[src/hw/sfspf_pkg.sv]
`default_nettype none

package sfspf_pkg;

    // ------------------------------------------------------------
    // Clocks
    // ------------------------------------------------------------
    localparam real SYS_CLK_HZ = 100.0e6;
    localparam real MCLK_FULL_HZ = 614400.0;
    localparam real MCLK_MID_HZ = 153600.0;
    localparam real MCLK_LOW_HZ = 76800.0;
    localparam logic [31:0] INC_FULL = 32'(longint'(MCLK_FULL_HZ * 4294967296.0 / SYS_CLK_HZ));
    localparam logic [31:0] INC_MID = 32'(longint'(MCLK_MID_HZ * 4294967296.0 / SYS_CLK_HZ));
    localparam logic [31:0] INC_LOW = 32'(longint'(MCLK_LOW_HZ * 4294967296.0 / SYS_CLK_HZ));

    // ------------------------------------------------------------
    // Codes and widths
    // ------------------------------------------------------------
    localparam logic [1:0] PM_LOW = 2'h0;
    localparam logic [1:0] PM_MID = 2'h1;
    localparam logic [1:0] PM_FULL = 2'h2;
    localparam logic [2:0] FT_FAST3 = 3'h5;
    localparam logic [2:0] FT_POST = 3'h7;
    localparam int ACC_W = 52;
    localparam int SUM_W = 58;

    // ------------------------------------------------------------
    // Counts
    // ------------------------------------------------------------
    localparam logic [5:0] DISCARD = 6'h2;
    localparam logic [5:0] AVG_FULL = 6'h10;
    localparam logic [5:0] AVG_LOW = 6'h08;
    localparam logic [6:0] DEAD_MANUAL = 7'h5e;
    localparam logic [6:0] DEAD_SEQ = 7'h1e;
    localparam logic [10:0] POST_RD_FULL = 11'h020;
    localparam logic [10:0] POST_RD_MID = 11'h008;
    localparam logic [10:0] POST_RD_LOW = 11'h004;
    localparam logic [5:0] PL_27 = 6'h16;
    localparam logic [5:0] PL_25 = 6'h18;
    localparam logic [5:0] PL_20 = 6'h1e;
    localparam logic [5:0] PL_16 = 6'h24;

    function automatic logic [5:0] post_len(input logic [1:0] sel);
        unique case (sel)
            2'h0: return PL_27;
            2'h1: return PL_25;
            2'h2: return PL_20;
            default: return PL_16;
        endcase
    endfunction

    function automatic logic [10:0] post_rd(input logic [1:0] pm);
        return (pm == PM_FULL) ? POST_RD_FULL : (pm == PM_MID) ? POST_RD_MID : POST_RD_LOW;
    endfunction

    function automatic logic [31:0] mclk_inc(input logic [1:0] pm);
        return (pm == PM_FULL) ? INC_FULL : (pm == PM_MID) ? INC_MID : INC_LOW;
    endfunction

    typedef enum logic [1:0] {ST_IDLE, ST_DEAD, ST_RUN} sfspf_state_t;

endpackage

`default_nettype wire

[src/hw/sfspf_filter.sv]
// How it works
// - Fast settling code adds an averaging stage after sinc3; other stages unused.
// - Averaging takes 16 sinc3 outputs in full/mid power, 8 in low power.
// - Continuous fast results every (3+Avg-1)*32*rate_divider master clocks.
// - Master clock is 614.4, 153.6 or 76.8 kHz by power mode.
// - Manual channel change adds 94 master clocks before the first result.
// - Several enabled channels are cycled automatically by the sequencer.
// - Sequenced conversions after the first use a 30 cycle dead time.
// - Single channel keeps converting through input steps, undetected.
// - Sinc3 decimates by 32*rate_divider master clocks; post mode uses 32*32, 32*8 or 32*4 by power mode.
// - Averaging places notches at the sinc notch divided by Avg.
// - Post filter mode filters the sinc3 output stream by post_sel.
// - Post filters give 27.27, 25, 20 or 16.67 samples per second.
// - Post single channel: first result fully settled, then every output period.
// - Post mode with several channels settles fully on every channel.
`timescale 1ns/1ns
`default_nettype none

module sfspf_filter #(
    parameter int NCH = 16,
    parameter int CH_W = 4,
    parameter int MCLK_SCALE = 1
) (
    // Clock and reset
    input wire logic ref_clk,
    input wire logic sys_rst,
    // Modulator stream
    input wire logic mod_bit,
    output logic mod_take,
    // Configuration
    input wire logic [2:0] filt_type,
    input wire logic [1:0] post_sel,
    input wire logic [1:0] power_mode,
    input wire logic [10:0] rate_divider,
    input wire logic [NCH-1:0] chan_en,
    // Status and result
    output logic busy,
    output logic [CH_W-1:0] cur_chan,
    output logic res_valid,
    output logic [sfspf_pkg::SUM_W-1:0] res_data,
    output logic [CH_W-1:0] res_chan
);

    localparam int CFG_W = 3 + 2 + 2 + 11 + NCH;
    localparam int ACC_W_L = sfspf_pkg::ACC_W;

    function automatic logic [CH_W-1:0] next_en(input logic [NCH-1:0] m, input logic [CH_W-1:0] c);
        logic [CH_W-1:0] r;
        int k;
        r = c;
        for (int i = NCH; i >= 1; i--) begin
            k = (int'(c) + i) % NCH;
            if (m[k]) begin
                r = k[CH_W-1:0];
            end
        end
        return r;
    endfunction

    // ------------------------------------------------------------
    // Master clock tick
    // ------------------------------------------------------------
    // A phase accumulator gives the exact average master rate; the
    // tick jitters by one system clock, which the filter never sees.
    // MCLK_SCALE speeds every master rate up by the same factor; it is 1 in
    // the product and lets a bench cover many output periods in a short run.
    // The scaled increment must stay below half the accumulator range.
    logic [31:0] phase_ff, nxt_phase, inc;
    logic tick_ff, nxt_tick;

    always_comb begin
        inc = 32'(sfspf_pkg::mclk_inc(power_mode) * MCLK_SCALE);
        {nxt_tick, nxt_phase} = {1'b0, phase_ff} + {1'b0, inc};
    end

    always_ff @(posedge ref_clk or posedge sys_rst) begin
        if (sys_rst) begin
            phase_ff <= 32'h0;
            tick_ff <= 1'b0;
        end else begin
            phase_ff <= nxt_phase;
            tick_ff <= nxt_tick;
        end
    end

    assign mod_take = tick_ff;

    // ------------------------------------------------------------
    // Conversion control and sinc3 datapath
    // ------------------------------------------------------------
    sfspf_pkg::sfspf_state_t st_ff, nxt_st;
    logic [CFG_W-1:0] cfg_ff, nxt_cfg, cfg;
    logic [6:0] dead_ff, nxt_dead;
    logic [CH_W-1:0] chan_ff, nxt_chan;
    logic [15:0] dec_ff, nxt_dec, dec_top;
    logic [5:0] s3cnt_ff, nxt_s3cnt, s3n, blk, avg;
    logic [ACC_W_L-1:0] i1_ff, i2_ff, i3_ff, d1_ff, d2_ff, d3_ff;
    logic [ACC_W_L-1:0] nxt_i1, nxt_i2, nxt_i3, nxt_d1, nxt_d2, nxt_d3, c1, c2, c3;
    logic [sfspf_pkg::SUM_W-1:0] sum_ff, nxt_sum, sum_new;
    logic res_valid_ff, nxt_res_valid;
    logic [sfspf_pkg::SUM_W-1:0] res_data_ff, nxt_res_data;
    logic [CH_W-1:0] res_chan_ff, nxt_res_chan;
    logic is_fast, is_post, multi;
    logic [10:0] rd_eff;

    assign cfg = {filt_type, post_sel, power_mode, rate_divider, chan_en};
    assign is_fast = (filt_type == sfspf_pkg::FT_FAST3);
    assign is_post = (filt_type == sfspf_pkg::FT_POST);
    assign multi = |(chan_en & (chan_en - NCH'(1)));
    assign avg = (power_mode == sfspf_pkg::PM_LOW) ? sfspf_pkg::AVG_LOW : sfspf_pkg::AVG_FULL;
    assign blk = is_post ? sfspf_pkg::post_len(post_sel) : avg;
    assign rd_eff = is_post ? sfspf_pkg::post_rd(power_mode) : rate_divider;
    assign dec_top = {rd_eff, 5'h0} - 16'h1;

    always_comb begin
        nxt_st = st_ff;
        nxt_cfg = cfg;
        nxt_dead = dead_ff;
        nxt_chan = chan_ff;
        nxt_dec = dec_ff;
        nxt_s3cnt = s3cnt_ff;
        nxt_i1 = i1_ff + {{(ACC_W_L-1){1'b0}}, mod_bit};
        nxt_i2 = i2_ff + i1_ff;
        nxt_i3 = i3_ff + i2_ff;
        c1 = nxt_i3 - d1_ff;
        c2 = c1 - d2_ff;
        c3 = c2 - d3_ff;
        s3n = s3cnt_ff + 6'h1;
        sum_new = sum_ff + {{(sfspf_pkg::SUM_W-ACC_W_L){1'b0}}, c3};
        nxt_d1 = d1_ff;
        nxt_d2 = d2_ff;
        nxt_d3 = d3_ff;
        nxt_sum = sum_ff;
        nxt_res_valid = 1'b0;
        nxt_res_data = res_data_ff;
        nxt_res_chan = res_chan_ff;
        if (st_ff != sfspf_pkg::ST_RUN || !tick_ff) begin
            nxt_i1 = i1_ff;
            nxt_i2 = i2_ff;
            nxt_i3 = i3_ff;
        end
        if (cfg != cfg_ff) begin
            // Any new setting, channel selection included, restarts like a manual change.
            nxt_chan = next_en(chan_en, CH_W'(NCH - 1));
            nxt_dead = sfspf_pkg::DEAD_MANUAL;
            nxt_st = ((is_fast || is_post) && |chan_en) ? sfspf_pkg::ST_DEAD : sfspf_pkg::ST_IDLE;
        end else begin
            unique case (st_ff)
                sfspf_pkg::ST_IDLE: begin
                end
                sfspf_pkg::ST_DEAD: begin
                    if (tick_ff) begin
                        nxt_dead = dead_ff - 7'h1;
                        if (dead_ff == 7'h1) begin
                            nxt_st = sfspf_pkg::ST_RUN;
                        end
                    end
                end
                sfspf_pkg::ST_RUN: begin
                    if (tick_ff) begin
                        nxt_dec = dec_ff + 16'h1;
                        if (dec_ff == dec_top) begin
                            nxt_dec = 16'h0;
                            nxt_d1 = nxt_i3;
                            nxt_d2 = c1;
                            nxt_d3 = c2;
                            nxt_s3cnt = s3n;
                            // The first sinc3 words after a start are partial and dropped.
                            if (s3n > sfspf_pkg::DISCARD) begin
                                nxt_sum = sum_new;
                            end
                            if (s3n == sfspf_pkg::DISCARD + blk) begin
                                nxt_res_valid = 1'b1;
                                nxt_res_data = sum_new;
                                nxt_res_chan = chan_ff;
                                nxt_sum = '0;
                                if (multi) begin
                                    nxt_st = sfspf_pkg::ST_DEAD;
                                    nxt_dead = sfspf_pkg::DEAD_SEQ;
                                    nxt_chan = next_en(chan_en, chan_ff);
                                end else if (is_post) begin
                                    nxt_s3cnt = sfspf_pkg::DISCARD;
                                end else begin
                                    nxt_s3cnt = 6'h0;
                                end
                            end
                        end
                    end
                end
                default: begin
                    nxt_st = sfspf_pkg::ST_IDLE;
                end
            endcase
        end
        // A fresh conversion starts from empty integrators and comb delays.
        if (nxt_st != sfspf_pkg::ST_RUN || (st_ff == sfspf_pkg::ST_RUN && nxt_res_valid && is_fast)) begin
            nxt_i1 = '0;
            nxt_i2 = '0;
            nxt_i3 = '0;
            nxt_d1 = '0;
            nxt_d2 = '0;
            nxt_d3 = '0;
            nxt_dec = 16'h0;
            if (!(nxt_res_valid && is_post && !multi)) begin
                nxt_s3cnt = 6'h0;
            end
            nxt_sum = '0;
        end
    end

    always_ff @(posedge ref_clk or posedge sys_rst) begin
        if (sys_rst) begin
            st_ff <= sfspf_pkg::ST_IDLE;
            cfg_ff <= '0;
            dead_ff <= 7'h0;
            chan_ff <= '0;
            dec_ff <= 16'h0;
            s3cnt_ff <= 6'h0;
            i1_ff <= '0;
            i2_ff <= '0;
            i3_ff <= '0;
            d1_ff <= '0;
            d2_ff <= '0;
            d3_ff <= '0;
            sum_ff <= '0;
            res_valid_ff <= 1'b0;
            res_data_ff <= '0;
            res_chan_ff <= '0;
        end else begin
            st_ff <= nxt_st;
            cfg_ff <= nxt_cfg;
            dead_ff <= nxt_dead;
            chan_ff <= nxt_chan;
            dec_ff <= nxt_dec;
            s3cnt_ff <= nxt_s3cnt;
            i1_ff <= nxt_i1;
            i2_ff <= nxt_i2;
            i3_ff <= nxt_i3;
            d1_ff <= nxt_d1;
            d2_ff <= nxt_d2;
            d3_ff <= nxt_d3;
            sum_ff <= nxt_sum;
            res_valid_ff <= nxt_res_valid;
            res_data_ff <= nxt_res_data;
            res_chan_ff <= nxt_res_chan;
        end
    end

    logic busy_ff, nxt_busy;

    always_comb begin
        nxt_busy = (nxt_st != sfspf_pkg::ST_IDLE);
    end

    always_ff @(posedge ref_clk or posedge sys_rst) begin
        if (sys_rst) begin
            busy_ff <= 1'b0;
        end else begin
            busy_ff <= nxt_busy;
        end
    end

    assign busy = busy_ff;
    assign cur_chan = chan_ff;
    assign res_valid = res_valid_ff;
    assign res_data = res_data_ff;
    assign res_chan = res_chan_ff;

    // ------------------------------------------------------------
    // Checks
    // ------------------------------------------------------------
    a_strobe_pulse: assert property (@(posedge ref_clk) disable iff (sys_rst)
        res_valid_ff |=> !res_valid_ff)
        else $error("result strobe longer than one cycle");
    a_tick_gap: assert property (@(posedge ref_clk) disable iff (sys_rst)
        tick_ff |=> !tick_ff)
        else $error("master tick too fast");
    a_mode_gate: assert property (@(posedge ref_clk) disable iff (sys_rst)
        res_valid_ff |-> $past(is_fast || is_post))
        else $error("result in an unsupported filter mode");
    a_fast_avg: assert property (@(posedge ref_clk) disable iff (sys_rst)
        res_valid_ff && $past(is_fast) |-> $past(s3cnt_ff) == $past(sfspf_pkg::DISCARD + avg - 6'h1))
        else $error("fast result not after discard plus average count");
    a_post_len: assert property (@(posedge ref_clk) disable iff (sys_rst)
        res_valid_ff && $past(is_post) |-> $past(s3cnt_ff) == $past(sfspf_pkg::DISCARD + blk - 6'h1))
        else $error("post result at wrong sinc3 count");
    a_manual_dead: assert property (@(posedge ref_clk) disable iff (sys_rst)
        (cfg != cfg_ff) && (is_fast || is_post) && (|chan_en)
        |=> st_ff == sfspf_pkg::ST_DEAD && dead_ff == sfspf_pkg::DEAD_MANUAL)
        else $error("manual change without full dead time");
    a_seq_dead: assert property (@(posedge ref_clk) disable iff (sys_rst)
        res_valid_ff && $past(multi) && $past(cfg == cfg_ff)
        |-> st_ff == sfspf_pkg::ST_DEAD && dead_ff == sfspf_pkg::DEAD_SEQ && chan_ff != res_chan_ff)
        else $error("sequencer did not advance with short dead time");
    a_single_run: assert property (@(posedge ref_clk) disable iff (sys_rst)
        res_valid_ff && !$past(multi) && $past(cfg == cfg_ff)
        |-> st_ff == sfspf_pkg::ST_RUN && dec_ff == 16'h0
            && s3cnt_ff == ($past(is_post) ? sfspf_pkg::DISCARD : 6'h0))
        else $error("single channel did not continue converting");
    a_dec_wrap: assert property (@(posedge ref_clk) disable iff (sys_rst)
        st_ff == sfspf_pkg::ST_RUN && tick_ff && cfg == cfg_ff && dec_ff == dec_top |=> dec_ff == 16'h0)
        else $error("decimator period wrong");

endmodule

`default_nettype wire

[config.mk]
export PLATFORM = sky130hd
export DESIGN_NAME = sfspf_filter
export DESIGN_NICKNAME = d
export VERILOG_FILES = /design/src/hw/sfspf_pkg.sv /design/src/hw/sfspf_filter.sv
export SDC_FILE = /design/constraint.sdc
export NUM_CORES = 2
export LEC_CHECK = 0
export BUFFER_PORTS_ARGS = -buffer_cell sky130_fd_sc_hd__buf_2
export CAP_MARGIN = 30
export CORE_MARGIN = 10
export CORE_UTILIZATION = 54
export DETAILED_ROUTE_END_ITERATION = 8
export MAX_ROUTING_LAYER = met4
export PLACE_DENSITY = 0.7
export SKIP_LAST_GASP = 1
export SYNTH_ARGS = -nofsm -noshare
export SYNTH_HDL_FRONTEND = slang
export SYNTH_SLANG_ARGS = --single-unit
export TNS_END_PERCENT = 1
[constraint.sdc]
create_clock -name ref_clk -period 27.7 [get_ports ref_clk]
set_input_delay 2.77 -clock ref_clk [delete_from_list [all_inputs] [get_ports ref_clk]]
set_output_delay 2.77 -clock ref_clk [all_outputs]
set_load 0.01 [all_outputs]
# Word level (Yosys, flattened, before mapping)
# Cells that the tools add are included.
dict set report word_totals {
  elab_cells 310
  latchBits 0
  regBits 536
  output_inout_bits 69
  n_memories 0
  inputBits 37
  ramBits 0
  rom_bits 0
}
dict set report classes {
  muxes 156
  bitwise 18
  n_addsub 30
  reduce_logical 49
  eq_ne 21
  n_lt_le_gt_ge 17
  shift 0
  multipliers 0
  div_mod_pow 0
}
# operator n
set ops {}
lappend ops {{52-bit 2-to-1 mux} 21}
lappend ops {{58-bit 2-to-1 mux} 7}
lappend ops {{52-bit subtractor} 3}
lappend ops {{4-bit 2-to-1 mux} 37}
lappend ops {{52-bit adder} 2}
lappend ops {{5-bit by 6-bit < comparator with 1-bit output (second input constant)} 16}
lappend ops {{16-bit 2-to-1 mux} 5}
lappend ops {{1-bit binary-select mux with 4-bit select} 16}
lappend ops {{4-bit OR reduction} 16}
lappend ops {{6-bit 2-to-1 mux} 10}
lappend ops {{58-bit by 52-bit adder with 58-bit output} 1}
lappend ops {{52-bit by 1-bit adder with 52-bit output} 1}
lappend ops {{7-bit 2-to-1 mux} 6}
lappend ops {{1-bit 2-to-1 mux} 39}
lappend ops {{34-bit != test} 1}
lappend ops {{32-bit by 25-bit adder with 33-bit output} 1}
lappend ops {{4-bit adder (second input constant)} 8}
lappend ops {{16-bit OR reduction} 2}
lappend ops {{16-bit by 1-bit subtractor with 16-bit output (second input constant)} 2}
lappend ops {{25-bit 2-to-1 mux} 1}
lappend ops {{23-bit 2-to-1 mux} 1}
lappend ops {{6-bit case mux with 3 select lines} 1}
lappend ops {{2-bit nonzero test} 9}
lappend ops {{17-bit nonzero test} 1}
lappend ops {{34 further kinds} 84}

# Longest topological paths before layout
dict set report depth {
  word_depth 28
  ltp_mapped 59
  depth_no_buf 59
}

# Least setup slack after synthesis
# OpenSTA, ideal clock, no wires.
dict set report synth_timing {
  path_type {register -> register}
  startpoint {reg i2_ff[1]}
  endpoint {reg res_data_ff, in the netlist res_data[57]}
  path_slack_ns 17.805
  path_stages_with_launch 52
  t_arrival_ns 9.766
  setup_ns 0.129
  t_required_ns 27.571
  period_less_slack_ns 9.895
  n_path_buf 2
  cell_sequence {dfrtp_1 -> ha_1 -> a211oi_1 -> o211ai_1 -> a221oi_1 -> a21oi_1 -> o21ai_0 -> a21boi_0 -> o21ai_0 -> xnor2_1 -> ha_1 -> a21o_1 -> a21o_1 -> a211o_1 -> nor4b_1 -> or2_2 -> o21bai_1 -> a21oi_1 -> [16 not listed] -> a221oi_1 -> nand2_1 -> a31oi_1 -> o21ai_0 -> a21oi_1 -> xnor2_1 -> ha_1 -> buf_2 -> a21o_1 -> a21oi_1 -> o21ai_0 -> a21oi_1 -> o21ai_1 -> o31ai_1 -> o21ai_1 -> and4_1 -> xnor2_1 -> o21ai_1}
}
dict set report synth_between {
  elab_chain_cells 5
}
# element line_no
set synth_lines {}
lappend synth_lines {{start: declaration} sfspf_filter.sv:97} ;# logic [ACC_W_L-1:0] i1_ff, i2_ff, i3_ff, d1_ff, d2_ff, d3_ff;
lappend synth_lines {{start signal: assignment} sfspf_filter.sv:237} ;# i2_ff <= nxt_i2;
lappend synth_lines {{52-bit adder} sfspf_filter.sv:124} ;# nxt_i3 = i3_ff + i2_ff;
lappend synth_lines {{52-bit subtractor} sfspf_filter.sv:125} ;# c1 = nxt_i3 - d1_ff;
lappend synth_lines {{52-bit subtractor} sfspf_filter.sv:126} ;# c2 = c1 - d2_ff;
lappend synth_lines {{52-bit subtractor} sfspf_filter.sv:127} ;# c3 = c2 - d3_ff;
lappend synth_lines {{58-bit by 52-bit adder with 58-bit output} sfspf_filter.sv:129} ;# sum_new = sum_ff + {{(sfspf_pkg::SUM_W-ACC_W_L){1'b0}}, c3};
lappend synth_lines {{end signal: assignment} sfspf_filter.sv:244} ;# res_data_ff <= nxt_res_data;
lappend synth_lines {{end: declaration} sfspf_filter.sv:101} ;# logic [sfspf_pkg::SUM_W-1:0] res_data_ff, nxt_res_data;
# Every way passes these cells.
# A chain may end at the register's enable or synchronous reset.

# Final worst setup path
# Ends and elaborated chain as after synthesis.

==> impl_metrics.ini <==
[power_and_ir_drop]
power_density_mw_per_mm2 = 43.5
p_leak_nw = 20.7
irDropWorstVdd_mv = 0.0445

[timing]
min_period_over_period = 0.415
fin_skew_ps = 29.5
slew_headroom = 0.337
setup_viol = 0
tightest_slew_ps = 995
drv_slew = 0
tns_ps = 0
final_hold_viol_count = 0
fmax_mhz = 87.1
fin_crit_ps = 11480
whs_ps = 462
rsz0062_at_grt = false

[clock_tree]
clock-sinks = 536
cts_max_level = 2
cts_made_buffers = 61
cts-resized-gates = 0
clk_pin_slew_worst_paths_ps = 60
cts_hold_buf = 0
worstSkewPairLatency_ps = 650
post_cts_buffers = 0
cts-root-buf = clkbuf_16
tritoncts = built
cts_buffer_depth = 3

[floorplanning]
dieHeight_um = 295
initial_core_util = 0.547
io_pins = 106
core_area_mm2 = 0.0747
die_w_um = 295
dieArea_mm2 = 0.0871
rows = 100

[setup_path]
crit_fanout = 7
reg2regPathDepth = 49
max_stage_delay_ps = 500
rrSetupSlack_ps = 16220
cp.arrival_ps = 11970
crit_buf_inv = 0
critical_path.endpoint = res_data[57]$_DFFE_PP0P_
r2r-start = i2_ff[1]$_DFFE_PP0P_
cp-start-kind = flop
cp_slowest_cell = or3b_2
cp_top_family = compound AO/OA/AOI/OAI gates
crit_type = flop to flop
path_depth = 49
cp_data_required_time_ps = 28190
end_kind = flop
regToRegEndpoint = res_data[57]$_DFFE_PP0P_
cp-startpoint = i2_ff[1]$_DFFE_PP0P_

[synthesis]
ys_async_sr_fraction = 1.00
ys.flop_type = dfrtp_1
synth_fp_nets = 5317
synth_edf_count = 0
syn_area_mm2 = 0.0409
synth-seq-cells = 536
ys_types = 91
netlist_instances = 4921
syn_avg_cell_area_um2 = 8.30
yosysWarnings = 0
synth_seq_area_share = 0.328

[grt]
grt_first_pass_wirelength_um = 161000
grtUsageMet3 = 0.0228
gr-total-overflow = 0
met2_usage = 0.338
antenna_found_initial = 0
grt_usage = 0.221
top_usage_layer = met2
grt_max_degree = 213
grt_pass1_vias = 32400
grt_use_met1 = 0.314

[place]
place_area_mm2 = 0.0420
portBuffers = 105
dp_hpwl_um = 68800
globalplace.congestion = 0.939

[final_layout]
nets = 5319
syn_to_final_growth_pct = 8.28
final_cell_mix = nand2_1, a21oi_1, dfrtp_1
post-route-cell-area_mm2 = 0.0442
drive_gt1_frac = 0.0697
final_common_cell = nand2_1
fill_cells = 6760
antenna_cells = 0

[worst_hold_path]
hp-class = flop to flop

[detailed_routing]
first_pass_iters = 6
drt-initial-drc-count = 2186
drt_wl_total_um = 94700
vias = 33800
drtAntennaViolNets = 0
routedWlPerCell_um = 15.9
drc = 0
viasPerCell = 5.69

[run_status]
status = completed

[run]
max_cap_violations = 0
layout make-up:
class / count / area [um2] / share of cell area
Multi-Input combinational cell: 3908 / 25600 / 0.579
Sequential cell: 536 / 13400 / 0.303
Inverter: 288 / 1090 / 0.0246
Tap cell: 969 / 1210 / 0.0274
Clock inverter: 32 / 410 / 0.00928
Clock buffer: 83 / 1750 / 0.0396
Timing Repair Buffer: 128 / 768 / 0.0174
where the power goes:
group / switching (mW) / leakage [nW] / internal (mW)
logic: 0.132 / 12.3 / 0.0991
registers: 0.0135 / 7.31 / 0.811
clock network: 0.350 / 1.06 / 0.518
total: 0.495 / 20.7 / 1.43
flip-flops by register name (all words and copies together) (netlist names), 6 cells and up:
signal and flops:
res_data 58, sum_ff 58, d1_ff 52, d2_ff 52, d3_ff 52, i1_ff 52, i2_ff 52, i3_ff 52
cfg_ff 34, phase_ff 32, dec_ff 16, dead_ff 7, s3cnt_ff 6
cells by family after synthesis:
kind of cell	share of synthesized area
compound gates	0.216
xor+xnor	0.0942
fa+ha+maj	0.112
buf+inv	0.0463
flops	0.328
mux	0.0267
simple gates	0.177
worst min path at each step:
stage                                  start                        to  slack [ps]  cells past startpoint
floorplan             phase_ff[27]$_DFF_PP0_    phase_ff[27]$_DFF_PP0_         430                      1
global placement      phase_ff[31]$_DFF_PP0_    phase_ff[31]$_DFF_PP0_         450                      1
detailed placement    phase_ff[31]$_DFF_PP0_    phase_ff[31]$_DFF_PP0_         450                      1
CTS                   phase_ff[31]$_DFF_PP0_    phase_ff[31]$_DFF_PP0_         470                      1
global route        res_data[42]$_DFFE_PP0P_  res_data[42]$_DFFE_PP0P_         500                      2
finish                phase_ff[27]$_DFF_PP0_    phase_ff[27]$_DFF_PP0_         460                      1
through the flow:
step	setup slack (ps)	cells	total power, mW	util
global route	15030	5944	2.01	0.592
global placement	16580	5826	1.06	0.562
finish	16220	5944	1.92	0.592
CTS	16230	5942	1.94	0.592
floorplan	9950	4921	1.02	-
detailed placement	16280	5827	1.07	0.563
cell usage after synthesis (37+ instances only):
library cell | number | area share
buf_2 | 41 | 0.0050
inv_1 | 285 | 0.026
a21o_1 | 183 | 0.034
a211oi_1 | 50 | 0.0092
xor2_1 | 160 | 0.034
xnor2_1 | 277 | 0.059
nand4_1 | 66 | 0.010
ha_1 | 353 | 0.11
nor3_1 | 75 | 0.0092
o21ai_0 | 235 | 0.029
mux2_2 | 37 | 0.010
a31oi_1 | 38 | 0.0058
o21bai_1 | 46 | 0.0085
o21a_1 | 54 | 0.0099
nor2_1 | 369 | 0.034
nand3_1 | 92 | 0.011
nand2_1 | 749 | 0.069
a21oi_1 | 537 | 0.066
clkbuf_1 | 131 | 0.012
a22o_1 | 50 | 0.011
dfrtp_1 | 536 | 0.33
nor2b_1 | 47 | 0.0072
and3_1 | 39 | 0.0060
nand2b_1 | 52 | 0.0080
per-layer routing:
layer,share of wire,wire length (um),vias to the layer above
li1,-,-,17300
met1,0.51,48100,15800
met2,0.43,40800,611
met3,0.039,3650,137
met4,0.022,2080,0
met5,0,0,-
No activity file was read; power rests on OpenSTA's default activity.
